--- src/rtl/rst_seq_map.vh ---
// constants for the reset sequencer: offsets, reset values, timing counts
`ifndef RST_SEQ_MAP_VH
`define RST_SEQ_MAP_VH
// apb register byte offsets
`define OFF_CTRL 12'h000
`define OFF_STATUS 12'h004
`define OFF_IRQ_STAT 12'h008
`define OFF_IRQ_MASK 12'h00c
`define OFF_INT_CTRL 12'h010
`define OFF_TIMER_CTRL 12'h014
`define OFF_CONV_CTRL 12'h018
`define OFF_CONV_CLK 12'h01c
`define OFF_PORTA 12'h020
`define OFF_PORTA_DIR 12'h024
`define OFF_PORTB 12'h028
`define OFF_PORTB_DIR 12'h02c
`define OFF_PORTD 12'h030
`define OFF_PORTD_DIR 12'h034
`define OFF_PC 12'h038
// ctrl bits (write one = pulse)
`define CTRL_SLEEP 0
`define CTRL_WAKE 1
`define CTRL_CLRWDT 2
// status bits
`define ST_TIMEOUT 0
`define ST_POWERDOWN 1
`define ST_RUN 2
`define ST_SLEEP 3
// event bits in irq status
`define EV_POR 0
`define EV_PIN 1
`define EV_PIN_WAKE 2
`define EV_WDT 3
`define EV_WARM 4
`define EV_RUN 5
`define EV_W 6
// reset values
`define RV_INT_CTRL 8'h00
`define RV_TIMER_CTRL 8'h08
`define RV_CONV_CTRL 8'h40
`define RV_CONV_CLK 3'h4
`define RV_PORT 8'hff
`define RV_PORT4 4'hf
`define RV_PORT1 1'h1
`define RV_PC 11'h000
`define RV_STACK 3'h0
// timing
`define STARTUP_CYCLES 1024
`define OPT_CYCLES 16
`define STARTUP_LOAD 11'd1023
`define OPT_LOAD 11'd16
`define CNT_W 11
`endif

--- src/rtl/delay_counter.v ---
// down counter that raises done after a loaded number of cycles
`timescale 1ns/1ns
module delay_counter (
  input wire pclk,
  input wire presetn,
  input wire start,
  input wire [10:0] load,
  output wire done
);
  reg [10:0] cnt_reg;
  always @(posedge pclk or negedge presetn) begin
    if (!presetn)
      cnt_reg <= 11'h000;
    else if (start)
      cnt_reg <= load;
    else if (cnt_reg != 11'h000)
      cnt_reg <= cnt_reg - 11'h001;
  end
  assign done = (cnt_reg == 11'h000);
endmodule // delay_counter

--- src/rtl/reg_bank.v ---
// resettable register with cold-reset load and software write
`timescale 1ns/1ns
module reg_bank #(
  parameter W = 8,
  parameter [W-1:0] INIT = {W{1'b0}}
) (
  input wire pclk,
  input wire presetn,
  input wire cold_load,
  input wire wr_en,
  input wire [W-1:0] wr_data,
  output reg [W-1:0] q
);
  always @(posedge pclk or negedge presetn) begin
    if (!presetn)
      q <= INIT;
    else if (cold_load)
      q <= INIT;
    else if (wr_en)
      q <= wr_data;
  end
endmodule // reg_bank

--- src/rtl/mcu_reset_sequencer.v ---
// reset and start-up sequencer with apb status and control registers
`timescale 1ns/1ns
`include "rst_seq_map.vh"
module mcu_reset_sequencer (
  input wire pclk,
  input wire presetn,
  input wire psel,
  input wire penable,
  input wire pwrite,
  input wire [11:0] paddr,
  input wire [31:0] pwdata,
  output wire pready,
  output reg [31:0] prdata,
  output wire pslverr,
  input wire ext_reset_pin_n,
  input wire wdt_timeout,
  output wire core_reset_n,
  output wire pc_reset,
  output wire sp_reset,
  output wire wdt_clear,
  output wire cold_reset,
  output wire irq
);
  // ----------------------------------------------------------------
  // states
  // ----------------------------------------------------------------
  localparam [2:0] S_OPT = 3'd0;
  localparam [2:0] S_SST = 3'd1;
  localparam [2:0] S_RUN = 3'd2;
  localparam [2:0] S_SLEEP = 3'd3;
  localparam [2:0] S_WAKE = 3'd4;
  reg [2:0] state_reg;
  reg [2:0] state_next;
  reg timeout_flag;
  reg powerdown_flag;
  reg pin_q_reg;
  reg [6:0] irq_stat_reg;
  reg [6:0] irq_mask_reg;
  reg [10:0] pc_reg;
  reg [2:0] stack_pointer;
  reg first_reg;
  wire wr = psel && penable && pwrite;
  wire start_cnt;
  wire [10:0] cnt_load;
  wire cnt_done;
  // ----------------------------------------------------------------
  // reset sources
  // ----------------------------------------------------------------
  wire pin_low = !ext_reset_pin_n;
  wire pin_fall = pin_low && !pin_q_reg;
  wire in_run = (state_reg == S_RUN);
  wire in_sleep = (state_reg == S_SLEEP);
  wire ev_pin = pin_fall && !in_sleep;
  wire ev_pin_wake = pin_fall && in_sleep;
  wire ev_wdt = wdt_timeout && in_run;
  wire ev_warm = wdt_timeout && in_sleep;
  wire ctrl_wr = wr && (paddr == `OFF_CTRL);
  wire sw_sleep = ctrl_wr && pwdata[`CTRL_SLEEP] && in_run;
  wire sw_wake = ctrl_wr && pwdata[`CTRL_WAKE] && in_sleep;
  wire sw_clrwdt = ctrl_wr && pwdata[`CTRL_CLRWDT] && in_run;
  wire full_rst = ev_pin || ev_pin_wake || ev_wdt;
  wire any_wake = sw_wake || ev_warm;
  assign cold_reset = full_rst || first_reg;
  function [31:0] z8;
    input [7:0] v;
    z8 = {24'h000000, v};
  endfunction
  // ----------------------------------------------------------------
  // sequencer
  // ----------------------------------------------------------------
  assign start_cnt = cold_reset || any_wake ||
    (state_reg == S_OPT && cnt_done);
  assign cnt_load = (cold_reset) ? `OPT_LOAD :
    `STARTUP_LOAD;
  delay_counter u_cnt (
    .pclk(pclk),
    .presetn(presetn),
    .start(start_cnt),
    .load(cnt_load),
    .done(cnt_done)
  );
  always @* begin
    state_next = state_reg;
    if (cold_reset)
      state_next = S_OPT;
    else if (any_wake)
      state_next = S_WAKE;
    else begin
      case (state_reg)
        S_OPT: if (cnt_done) state_next = S_SST;
        S_SST: if (cnt_done) state_next = S_RUN;
        S_WAKE: if (cnt_done) state_next = S_RUN;
        S_RUN: if (sw_sleep) state_next = S_SLEEP;
        S_SLEEP: state_next = S_SLEEP;
        default: state_next = S_OPT;
      endcase
    end
  end
  always @(posedge pclk or negedge presetn) begin
    if (!presetn) begin
      state_reg <= S_OPT;
      first_reg <= 1'b1;
      pin_q_reg <= 1'b0;
    end else begin
      state_reg <= state_next;
      first_reg <= 1'b0;
      pin_q_reg <= pin_low;
    end
  end
  // core held in reset through option and start-up delays
  assign core_reset_n = (state_reg == S_RUN) ||
    (state_reg == S_SLEEP);
  assign pc_reset = cold_reset || ev_warm;
  assign sp_reset = pc_reset;
  assign wdt_clear = cold_reset || pin_low || sw_clrwdt ||
    sw_sleep || !core_reset_n;
  // ----------------------------------------------------------------
  // flags and visible core state
  // ----------------------------------------------------------------
  always @(posedge pclk or negedge presetn) begin
    if (!presetn) begin
      timeout_flag <= 1'b0;
      powerdown_flag <= 1'b0;
      pc_reg <= `RV_PC;
      stack_pointer <= `RV_STACK;
    end else begin
      if (ev_pin_wake) begin
        timeout_flag <= 1'b0;
        powerdown_flag <= 1'b1;
      end else if (ev_wdt) begin
        timeout_flag <= 1'b1;
      end else if (ev_warm) begin
        timeout_flag <= 1'b1;
        powerdown_flag <= 1'b1;
      end else if (sw_sleep) begin
        timeout_flag <= 1'b0;
        powerdown_flag <= 1'b1;
      end else if (sw_clrwdt) begin
        timeout_flag <= 1'b0;
        powerdown_flag <= 1'b0;
      end
      if (pc_reset) begin
        pc_reg <= `RV_PC;
        stack_pointer <= `RV_STACK;
      end else if (wr && paddr == `OFF_PC && in_run)
        pc_reg <= pwdata[10:0];
    end
  end
  // ----------------------------------------------------------------
  // controlled registers, loaded only on cold resets
  // ----------------------------------------------------------------
  wire [7:0] interrupt_control_reg;
  wire [7:0] timer_control_reg;
  wire [7:0] converter_control_reg;
  wire [2:0] converter_clock_reg;
  wire [7:0] port_a_data;
  wire [7:0] port_a_direction;
  wire [3:0] port_b_data;
  wire [3:0] port_b_direction;
  wire port_d_data;
  wire port_d_direction;
  // warm reset leaves these untouched (cold_load excludes it)
  reg_bank #(.W(8), .INIT(`RV_INT_CTRL)) u_int_ctrl (
    .pclk(pclk),
    .presetn(presetn),
    .cold_load(cold_reset),
    .wr_en(wr && paddr == `OFF_INT_CTRL),
    .wr_data({1'b0, pwdata[6:0]}),
    .q(interrupt_control_reg)
  );
  reg_bank #(.W(8), .INIT(`RV_TIMER_CTRL)) u_timer_ctrl (
    .pclk(pclk),
    .presetn(presetn),
    .cold_load(cold_reset),
    .wr_en(wr && paddr == `OFF_TIMER_CTRL),
    .wr_data({pwdata[7:6], 1'b0, pwdata[4:0]}),
    .q(timer_control_reg)
  );
  reg_bank #(.W(8), .INIT(`RV_CONV_CTRL)) u_conv_ctrl (
    .pclk(pclk),
    .presetn(presetn),
    .cold_load(cold_reset),
    .wr_en(wr && paddr == `OFF_CONV_CTRL),
    .wr_data(pwdata[7:0]),
    .q(converter_control_reg)
  );
  reg_bank #(.W(3), .INIT(`RV_CONV_CLK)) u_conv_clk (
    .pclk(pclk),
    .presetn(presetn),
    .cold_load(cold_reset),
    .wr_en(wr && paddr == `OFF_CONV_CLK),
    .wr_data(pwdata[2:0]),
    .q(converter_clock_reg)
  );
  reg_bank #(.W(8), .INIT(`RV_PORT)) u_porta (
    .pclk(pclk),
    .presetn(presetn),
    .cold_load(cold_reset),
    .wr_en(wr && paddr == `OFF_PORTA),
    .wr_data(pwdata[7:0]),
    .q(port_a_data)
  );
  reg_bank #(.W(8), .INIT(`RV_PORT)) u_porta_dir (
    .pclk(pclk),
    .presetn(presetn),
    .cold_load(cold_reset),
    .wr_en(wr && paddr == `OFF_PORTA_DIR),
    .wr_data(pwdata[7:0]),
    .q(port_a_direction)
  );
  reg_bank #(.W(4), .INIT(`RV_PORT4)) u_portb (
    .pclk(pclk),
    .presetn(presetn),
    .cold_load(cold_reset),
    .wr_en(wr && paddr == `OFF_PORTB),
    .wr_data(pwdata[3:0]),
    .q(port_b_data)
  );
  reg_bank #(.W(4), .INIT(`RV_PORT4)) u_portb_dir (
    .pclk(pclk),
    .presetn(presetn),
    .cold_load(cold_reset),
    .wr_en(wr && paddr == `OFF_PORTB_DIR),
    .wr_data(pwdata[3:0]),
    .q(port_b_direction)
  );
  reg_bank #(.W(1), .INIT(`RV_PORT1)) u_portd (
    .pclk(pclk),
    .presetn(presetn),
    .cold_load(cold_reset),
    .wr_en(wr && paddr == `OFF_PORTD),
    .wr_data(pwdata[0]),
    .q(port_d_data)
  );
  reg_bank #(.W(1), .INIT(`RV_PORT1)) u_portd_dir (
    .pclk(pclk),
    .presetn(presetn),
    .cold_load(cold_reset),
    .wr_en(wr && paddr == `OFF_PORTD_DIR),
    .wr_data(pwdata[0]),
    .q(port_d_direction)
  );
  // scratch, count and result registers sit in the core and are not
  // touched here, so they keep or lose contents as the core dictates
  // ----------------------------------------------------------------
  // interrupts
  // ----------------------------------------------------------------
  wire [6:0] ev_vec = {ev_warm, (state_next == S_RUN && !in_run),
    ev_warm, ev_wdt, ev_pin_wake, ev_pin, first_reg};
  always @(posedge pclk or negedge presetn) begin
    if (!presetn) begin
      irq_stat_reg <= 7'h00;
      irq_mask_reg <= 7'h00;
    end else begin
      // a new event wins over a clear in the same cycle
      irq_stat_reg <= (irq_stat_reg & ~((wr && paddr == `OFF_IRQ_STAT)
        ? pwdata[6:0] : 7'h00)) | ev_vec;
      if (wr && paddr == `OFF_IRQ_MASK)
        irq_mask_reg <= pwdata[6:0];
    end
  end
  assign irq = |(irq_stat_reg & irq_mask_reg);
  // ----------------------------------------------------------------
  // apb read
  // ----------------------------------------------------------------
  assign pready = 1'b1;
  assign pslverr = 1'b0;
  always @* begin
    case (paddr)
      `OFF_STATUS: prdata = {28'h0000000, in_sleep, core_reset_n,
        powerdown_flag, timeout_flag};
      `OFF_IRQ_STAT: prdata = {25'h0000000, irq_stat_reg};
      `OFF_IRQ_MASK: prdata = {25'h0000000, irq_mask_reg};
      `OFF_INT_CTRL: prdata = z8(interrupt_control_reg);
      `OFF_TIMER_CTRL: prdata = z8(timer_control_reg);
      `OFF_CONV_CTRL: prdata = z8(converter_control_reg);
      `OFF_CONV_CLK: prdata = {29'h00000000, converter_clock_reg};
      `OFF_PORTA: prdata = z8(port_a_data);
      `OFF_PORTA_DIR: prdata = z8(port_a_direction);
      `OFF_PORTB: prdata = {28'h0000000, port_b_data};
      `OFF_PORTB_DIR: prdata = {28'h0000000, port_b_direction};
      `OFF_PORTD: prdata = {31'h00000000, port_d_data};
      `OFF_PORTD_DIR: prdata = {31'h00000000, port_d_direction};
      `OFF_PC: prdata = {18'h00000, stack_pointer, pc_reg};
      default: prdata = 32'h00000000;
    endcase
  end
endmodule // mcu_reset_sequencer

--- config.mk ---
export PLATFORM = sky130hd
export DESIGN_NAME = mcu_reset_sequencer
export DESIGN_NICKNAME = d
export VERILOG_FILES = /design/src/rtl/delay_counter.v /design/src/rtl/reg_bank.v /design/src/rtl/mcu_reset_sequencer.v
export VERILOG_INCLUDE_DIRS = /design/src /design/src/rtl
export SDC_FILE = /design/constraint.sdc
export NUM_CORES = 1
export LEC_CHECK = 0
export ABC_CLOCK_PERIOD_IN_PS = 2900
export BUFFER_PORTS_ARGS = -buffer_cell sky130_fd_sc_hd__buf_2
export CORE_MARGIN = 8
export CORE_UTILIZATION = 41
export DETAILED_ROUTE_END_ITERATION = 10
export PLACE_DENSITY = 0.72
export SETUP_SLACK_MARGIN = 0.05
export SLEW_MARGIN = 20
export SYNTH_ARGS = -nofsm -noshare
export SYNTH_HDL_FRONTEND = slang
export SYNTH_SLANG_ARGS = --single-unit
--- constraint.sdc ---
create_clock -name pclk -period 2.9 [get_ports pclk]
set_input_delay 0 -clock pclk [delete_from_list [all_inputs] [get_ports pclk]]
set_output_delay 0 -clock pclk [all_outputs]
set_load 0.01 [all_outputs]
== Word level (Yosys, flattened, before mapping) ==
Cells that the tools add are included.

* Equality and inequality tests: 20
* Reductions and logical operators: 68
* Bitwise operators: 4
* Muxes and demuxes: 42
* Add/sub/neg operators: 1

{| class="wikitable"
|+ Operator list
! operator !! number
|-
| 11-bit case mux with 14 select lines || 1
|-
| 12-bit by 6-bit == test with 1-bit output (second input constant) || 7
|-
| 8-bit 2-to-1 mux || 10
|-
| 12-bit by 5-bit == test with 1-bit output (second input constant) || 4
|-
| 11-bit 2-to-1 mux || 4
|-
| 1-bit logical AND || 30
|-
| 12-bit by 4-bit == test with 1-bit output (second input constant) || 2
|-
| 2-bit nonzero test || 12
|-
| 3-bit 2-to-1 mux || 7
|-
| 4-bit 2-to-1 mux || 4
|-
| 7-bit AND || 2
|-
| 1-bit 2-to-1 mux || 13
|-
| 12-bit by 3-bit == test with 1-bit output (second input constant) || 1
|-
| 12-bit zero test || 1
|-
| 1-bit logical OR || 12
|-
| 3-bit case mux with 4 select lines || 1
|-
| 11-bit zero test || 1
|-
| 11-bit nonzero test || 1
|-
| 11-bit by 1-bit subtractor with 11-bit output (second input constant) || 1
|-
| 10-bit 2-to-1 mux || 1
|-
| 3-bit by 2-bit == test with 1-bit output (second input constant) || 3
|-
| 7-bit 2-to-1 mux || 1
|-
| 7-bit NOT || 1
|-
| 7-bit OR || 1
|-
| 10 further kinds || 14
|}

* Register bits after elaboration: 96
* Input port bits: 51

== Longest topological paths before layout ==
* Word-level depth: 12
* Gate-level depth with buffers: 8
* Depth with buffers taken out: 7

== Modules after synthesis ==
From an unflattened synthesis, not the netlist that was laid out.

* Cells, all modules: 526
* Area, all modules: 5461.5 um^2

{| class="wikitable"
|+ By module, submodules not included
! module !! area an instance (um^2) !! sequential area each (um^2) !! times used !! cells each
|-
| mcu_reset_sequencer || 2611.3 || 802.0 || 1 || 294
|-
| reg_bank at u_porta ... || 352.8 || 210.2 || 2 || 26
|-
| reg_bank at u_conv_ctrl ... || 330.3 || 201.4 || 2 || 26
|-
| delay_counter || 626.9 || 275.3 || 1 || 63
|-
| reg_bank at u_portb ... || 165.2 || 105.1 || 2 || 12
|-
| reg_bank at u_int_ctrl || 325.3 || 200.2 || 1 || 26
|-
| reg_bank at u_conv_clk || 118.9 || 76.3 || 1 || 9
|-
| reg_bank at u_portd ... || 41.3 || 26.3 || 2 || 3
|}

== Worst setup path before layout ==
OpenSTA, ideal clock, no wires.

* Path type: register -> register
* Start: register u_cnt.cnt_reg[0]
* End: register u_cnt.cnt_reg[8]
* Slack: 0.691 ns
* Period minus slack after synthesis: 2.209 ns
* Stages on the path, launching flop included: 7
* Setup time: 0.140 ns
* Arrival time: 2.068 ns
* Data required time: 2.760 ns
* Cells stage by stage: dfrtp_1 -> inv_1 -> ha_1 -> or4b_4 -> or4_4 -> o31ai_4 -> a21oi_1

* Longest elaborated chain between the ends: 4
* Elaborated cells on any way between the ends: 8
* Those cells by class: 1 x add/sub; 2 x mux; 5 x reduce/logical

{| class="wikitable"
|+ Ends and longest elaborated chain
! element !! RTL line !! source
|-
| start, declared || delay_counter.v:10 || <nowiki>reg [10:0] cnt_reg;</nowiki>
|-
| start signal, assigned || delay_counter.v:15 || <nowiki>cnt_reg <= load;</nowiki>
|-
| start signal, assigned || delay_counter.v:17 || <nowiki>cnt_reg <= cnt_reg - 11'h001;</nowiki>
|-
| branches (longest 4 deep; another with 11-bit by 1-bit subtractor with 11-bit output) || n/a ||
|}

Parallel ways; which one is timed is not known. The select of a mux whose other input is x is not followed.
A chain may end at the register's enable or synchronous reset.

== Worst setup path in the final report ==
* Start: register u_cnt.cnt_reg[0]
* End: register u_cnt.cnt_reg[7]

Same word-level chain as after synthesis.

==> key figures <==
Synthesis
  • Cell types occupying the most area after synthesis: sky130_fd_sc_hd__dfrtp_1 (31%), sky130_fd_sc_hd__dfstp_2 (15%), sky130_fd_sc_hd__mux2i_1 (8.3%), sky130_fd_sc_hd__nand2_1 (7.5%), sky130_fd_sc_hd__buf_4 (3.6%)
  • Most common cell in the netlist: sky130_fd_sc_hd__nand2_1
  • Predominant post-synthesis flop cell: sky130_fd_sc_hd__dfrtp_1
  • Number of synthesized flops with an enable pin: 0
  • Sequential share of the synthesized area: between 40% and 50%
  • Average footprint of a synthesized cell: roughly 9.5 µm²
  • Total number of yosys warnings: 0
  • Async set-reset flop share out of synthesis: 100%
  • Area share of the largest cell type after synthesis: 30.8%
  • Synthesized flop and latch total: 94
  • List of most frequent post-synthesis cells: sky130_fd_sc_hd__nand2_1 (104), sky130_fd_sc_hd__dfrtp_1 (64), sky130_fd_sc_hd__mux2i_1 (43), sky130_fd_sc_hd__nor2_1 (35), sky130_fd_sc_hd__a21oi_1 (34)
  • Area leader, netlist: sky130_fd_sc_hd__dfrtp_1
  • Post-synth cell types: 70
  • Total standard cell area after synthesis: between 0.005 and 0.006 mm²
  • Synthesized instance count: 546

Detailed routing
  • Total vias in the final route: between 4000 and 5000
  • Post-DR wirelength/cell: 18.3 µm
  • Wire length after detailed routing: 13900 µm
  • Initial DRT Pass Iterations: 5
  • Via density per instance: approximately 5.6
  • Post-detailed-route count of antenna-violating nets: 0
  • Detailed Route Iter0 Violations: 439
  • Number of design rule violations left after detail routing: 0

STA
  • Total negative setup slack: 0 ns
  • Max Slew Vio Count: 0
  • Time the worst path needs with I/O delays and setup: ~2.4 ns
  • Worst Hold Margin: 0.0109 ns
  • Count of endpoints failing setup in the final report: 0
  • Slew at the pin with the worst max-slew slack: 0.789 ns
  • Ratio of final minimum period to clock period: roughly 83%
  • Total count of hold-check failures in the final report: 0
  • Achievable Freq: 415 MHz
  • Unrepaired setup endpoints after global routing: false
  • Remaining max-slew budget at the tightest pin: 47.0%
  • Largest clock skew in the final design: 0.00383 ns

Global route
  • Total grt overflow: 0
  • Number of antenna violations at the first check in global routing: 0
  • Overall routing resource usage: between 10% and 20%
  • Vias in the first global route: 4332
  • Global-route wire length before repair: 22700 µm
  • Largest net degree at the start of global routing: 63

Power and ir drop
  • Power density of the placed cells: 465 mW/mm²
  • Peak supply drop: 0.332 mV
  • Static Leakage: 2.44 nW

Worst setup path
  • Largest stage delay on the critical path: 0.57 ns
  • Register-to-register path setup slack: roughly 0.5 ns
  • Startpoint kind of the worst setup timing path: flip-flop
  • Worst-case reg-to-reg path depth: 6
  • Crit-path max FO: 7
  • CP endpoint kind: flip-flop
  • Critical register-to-register path startpoint: u_cnt.cnt_reg[0]
  • Critical path type: reg -> reg
  • Data required time of the worst path: 3.11 ns
  • Highest-delay cell along the critical path: sky130_fd_sc_hd__or4_4
  • Reg2Reg Capture Point: u_cnt.cnt_reg[7]
  • Data arrival time at the worst-slack endpoint: 2.62 ns
  • Cell-by-cell trace of the critical path: inv_1 -> ha_1 -> or4b_4 -> or4_4 -> o31ai_4 -> a21oi_1

Clock tree
  • CTS clock-pin slew for the worst setup and hold paths: 0.06 ns
  • TritonCTS clock tree: built
  • Deepest clock path buffer count: 2
  • Clock Sinks: 94
  • Clock Latency Late Sink: 0.34 ns
  • Clock root buffer: sky130_fd_sc_hd__clkbuf_16
  • Number of gates resized after CTS: 0
  • Depth of the CTS H-tree: 3
  • Total CTS buffers: 9

Layout
  • # nets final: 634
  • Count of non-filler cells in the finished layout: 759
  • N_diodes: 0
  • Share of post-route cells with drive strength above 1: 22.7%
  • Area Growth Syn to Fin: 12.1%
  • Final cell area excluding filler cells: 0.00583 mm²

Place
  • Port Buf Inserts: between 40 and 50
  • Final weighted congestion of routability-driven global placement: 0.896
  • Cell area reported after detailed placement: 0.00545 mm²
  • Placed Cells incl. Taps: 733
  • Dpl hpwl: 10000 µm

Outcome
  • Result of the run: completed

Worst hold path
  • Hold-critical path depth: 3
  • Worst hold path type: in -> reg
  • Hold Path End: u_porta.q[3]
  • Worst hold start: pwdata[3]

Floorplan
  • Initial cell density of the core: 41.5%
  • Vertical die dimension: ~130 µm
  • Area of the core: 0.0125 mm²
  • Width of the die: 129 µm
  • Die ar.: between 0.015 and 0.02 mm²
  • Top-level I/O count: 91
  • Num rows: 41

Run
  • Max_cap viols: 0
-- metrics by stage --
stage / power [mW] / setup WS, ns / utilization (%)
CTS: 2.72 / 0.487 / 46.5
global route: 2.80 / 0.356 / 46.5
global placement: 1.61 / 0.570 / 43.5
detailed placement: 1.62 / 0.493 / 43.5
finish: 2.71 / 0.490 / 46.5
floorplan: 1.53 / 0.691 / -
-- cell type report --
class,count,area (µm²)
clock inverter,6,36.3
tap,172,215
inverter,6,22.5
fill,1229,6690
multi-input combinational,409,2540
timing repair buffer,62,378
sequential,94,2390
clock buffer,10,239
-- placed cells by master (no fill, tap or decap), types with 5 or more instances in the layout --
cell,instances
sky130_fd_sc_hd__nand2_1,104
sky130_fd_sc_hd__buf_4,7
sky130_fd_sc_hd__clkbuf_16,9
sky130_fd_sc_hd__mux2i_1,43
sky130_fd_sc_hd__mux2_2,12
sky130_fd_sc_hd__nand3_1,21
sky130_fd_sc_hd__buf_2,45
sky130_fd_sc_hd__a22oi_1,8
sky130_fd_sc_hd__conb_1,24
sky130_fd_sc_hd__and3_1,7
sky130_fd_sc_hd__o21ai_0,13
sky130_fd_sc_hd__nor2b_1,6
sky130_fd_sc_hd__o22ai_1,5
sky130_fd_sc_hd__a221o_1,5
sky130_fd_sc_hd__a222oi_1,5
sky130_fd_sc_hd__and2_1,5
sky130_fd_sc_hd__nor3_1,8
sky130_fd_sc_hd__nor2_1,35
sky130_fd_sc_hd__dlygate4sd3_1,10
sky130_fd_sc_hd__dfstp_2,30
sky130_fd_sc_hd__xnor2_1,6
sky130_fd_sc_hd__inv_1,5
sky130_fd_sc_hd__a21oi_1,34
sky130_fd_sc_hd__dfrtp_1,64
-- kinds of logic after synthesis --
| kind of cell | count (synthesis) | synth area share (%) |
|---|---|---|
| adders and majority gates | 1 | 0.241 |
| AOI/OAI and AO/OA | 102 | 13.8 |
| buffers and inverters | 65 | 6.72 |
| xor gates and xnor gates | 9 | 1.52 |
| and+or+nand+nor | 218 | 20.7 |
| muxes | 55 | 10.9 |
| DFF | 94 | 46.0 |
| other | 2 | 0.145 |
-- how the worst max path moves through the flow --
stage,startpoint,endpoint,slack [ns],cells past startpoint
final,u_cnt.cnt_reg[0],u_cnt.cnt_reg[7],0.49,6
after floorplan,u_cnt.cnt_reg[0],u_cnt.cnt_reg[8],0.69,6
after global routing,u_cnt.cnt_reg[0],u_cnt.cnt_reg[6],0.36,6
after detailed placement,u_cnt.cnt_reg[0],u_cnt.cnt_reg[7],0.49,6
after CTS,u_cnt.cnt_reg[0],u_cnt.cnt_reg[7],0.49,6
after global placement,u_cnt.cnt_reg[0],u_cnt.cnt_reg[8],0.57,6
-- where the power goes --
| part | switching (mW) | total (mW) | internal [mW] |
|---|---|---|---|
| clock | 0.500 | 1.10 | 0.601 |
| sequential | 0.0176 | 1.35 | 1.33 |
| combinational | 0.177 | 0.258 | 0.0811 |
-- metal layers --
| metal | part of all wire [%] | track usage (%) | wire length, µm |
|---|---|---|---|
| met4 | 1.2 | 5.11 | 172 |
| met5 | 0 | 0 | 0 |
| met3 | 7.1 | 3.35 | 986 |
| met2 | 49 | 28.8 | 6770 |
| met1 | 43 | 22.5 | 5990 |
-- what timing repair did --
action,in CTS,in global routing
hold buffers,10,0
endpoints found under the hold margin,64,0
buffers inserted,0,0
-- critical path, delay by kind of cell (launching register included) --
kind                     cells  cell delay (ns)
AO/OA/AOI/OAI                2             0.49
adder cells (fa/ha/maj)      1             0.22
buffers and inverters        1             0.10
flip-flops                   1             0.37
AND/OR/NAND/NOR              2             1.10
Note: power is estimated with default switching activity, not from simulation.
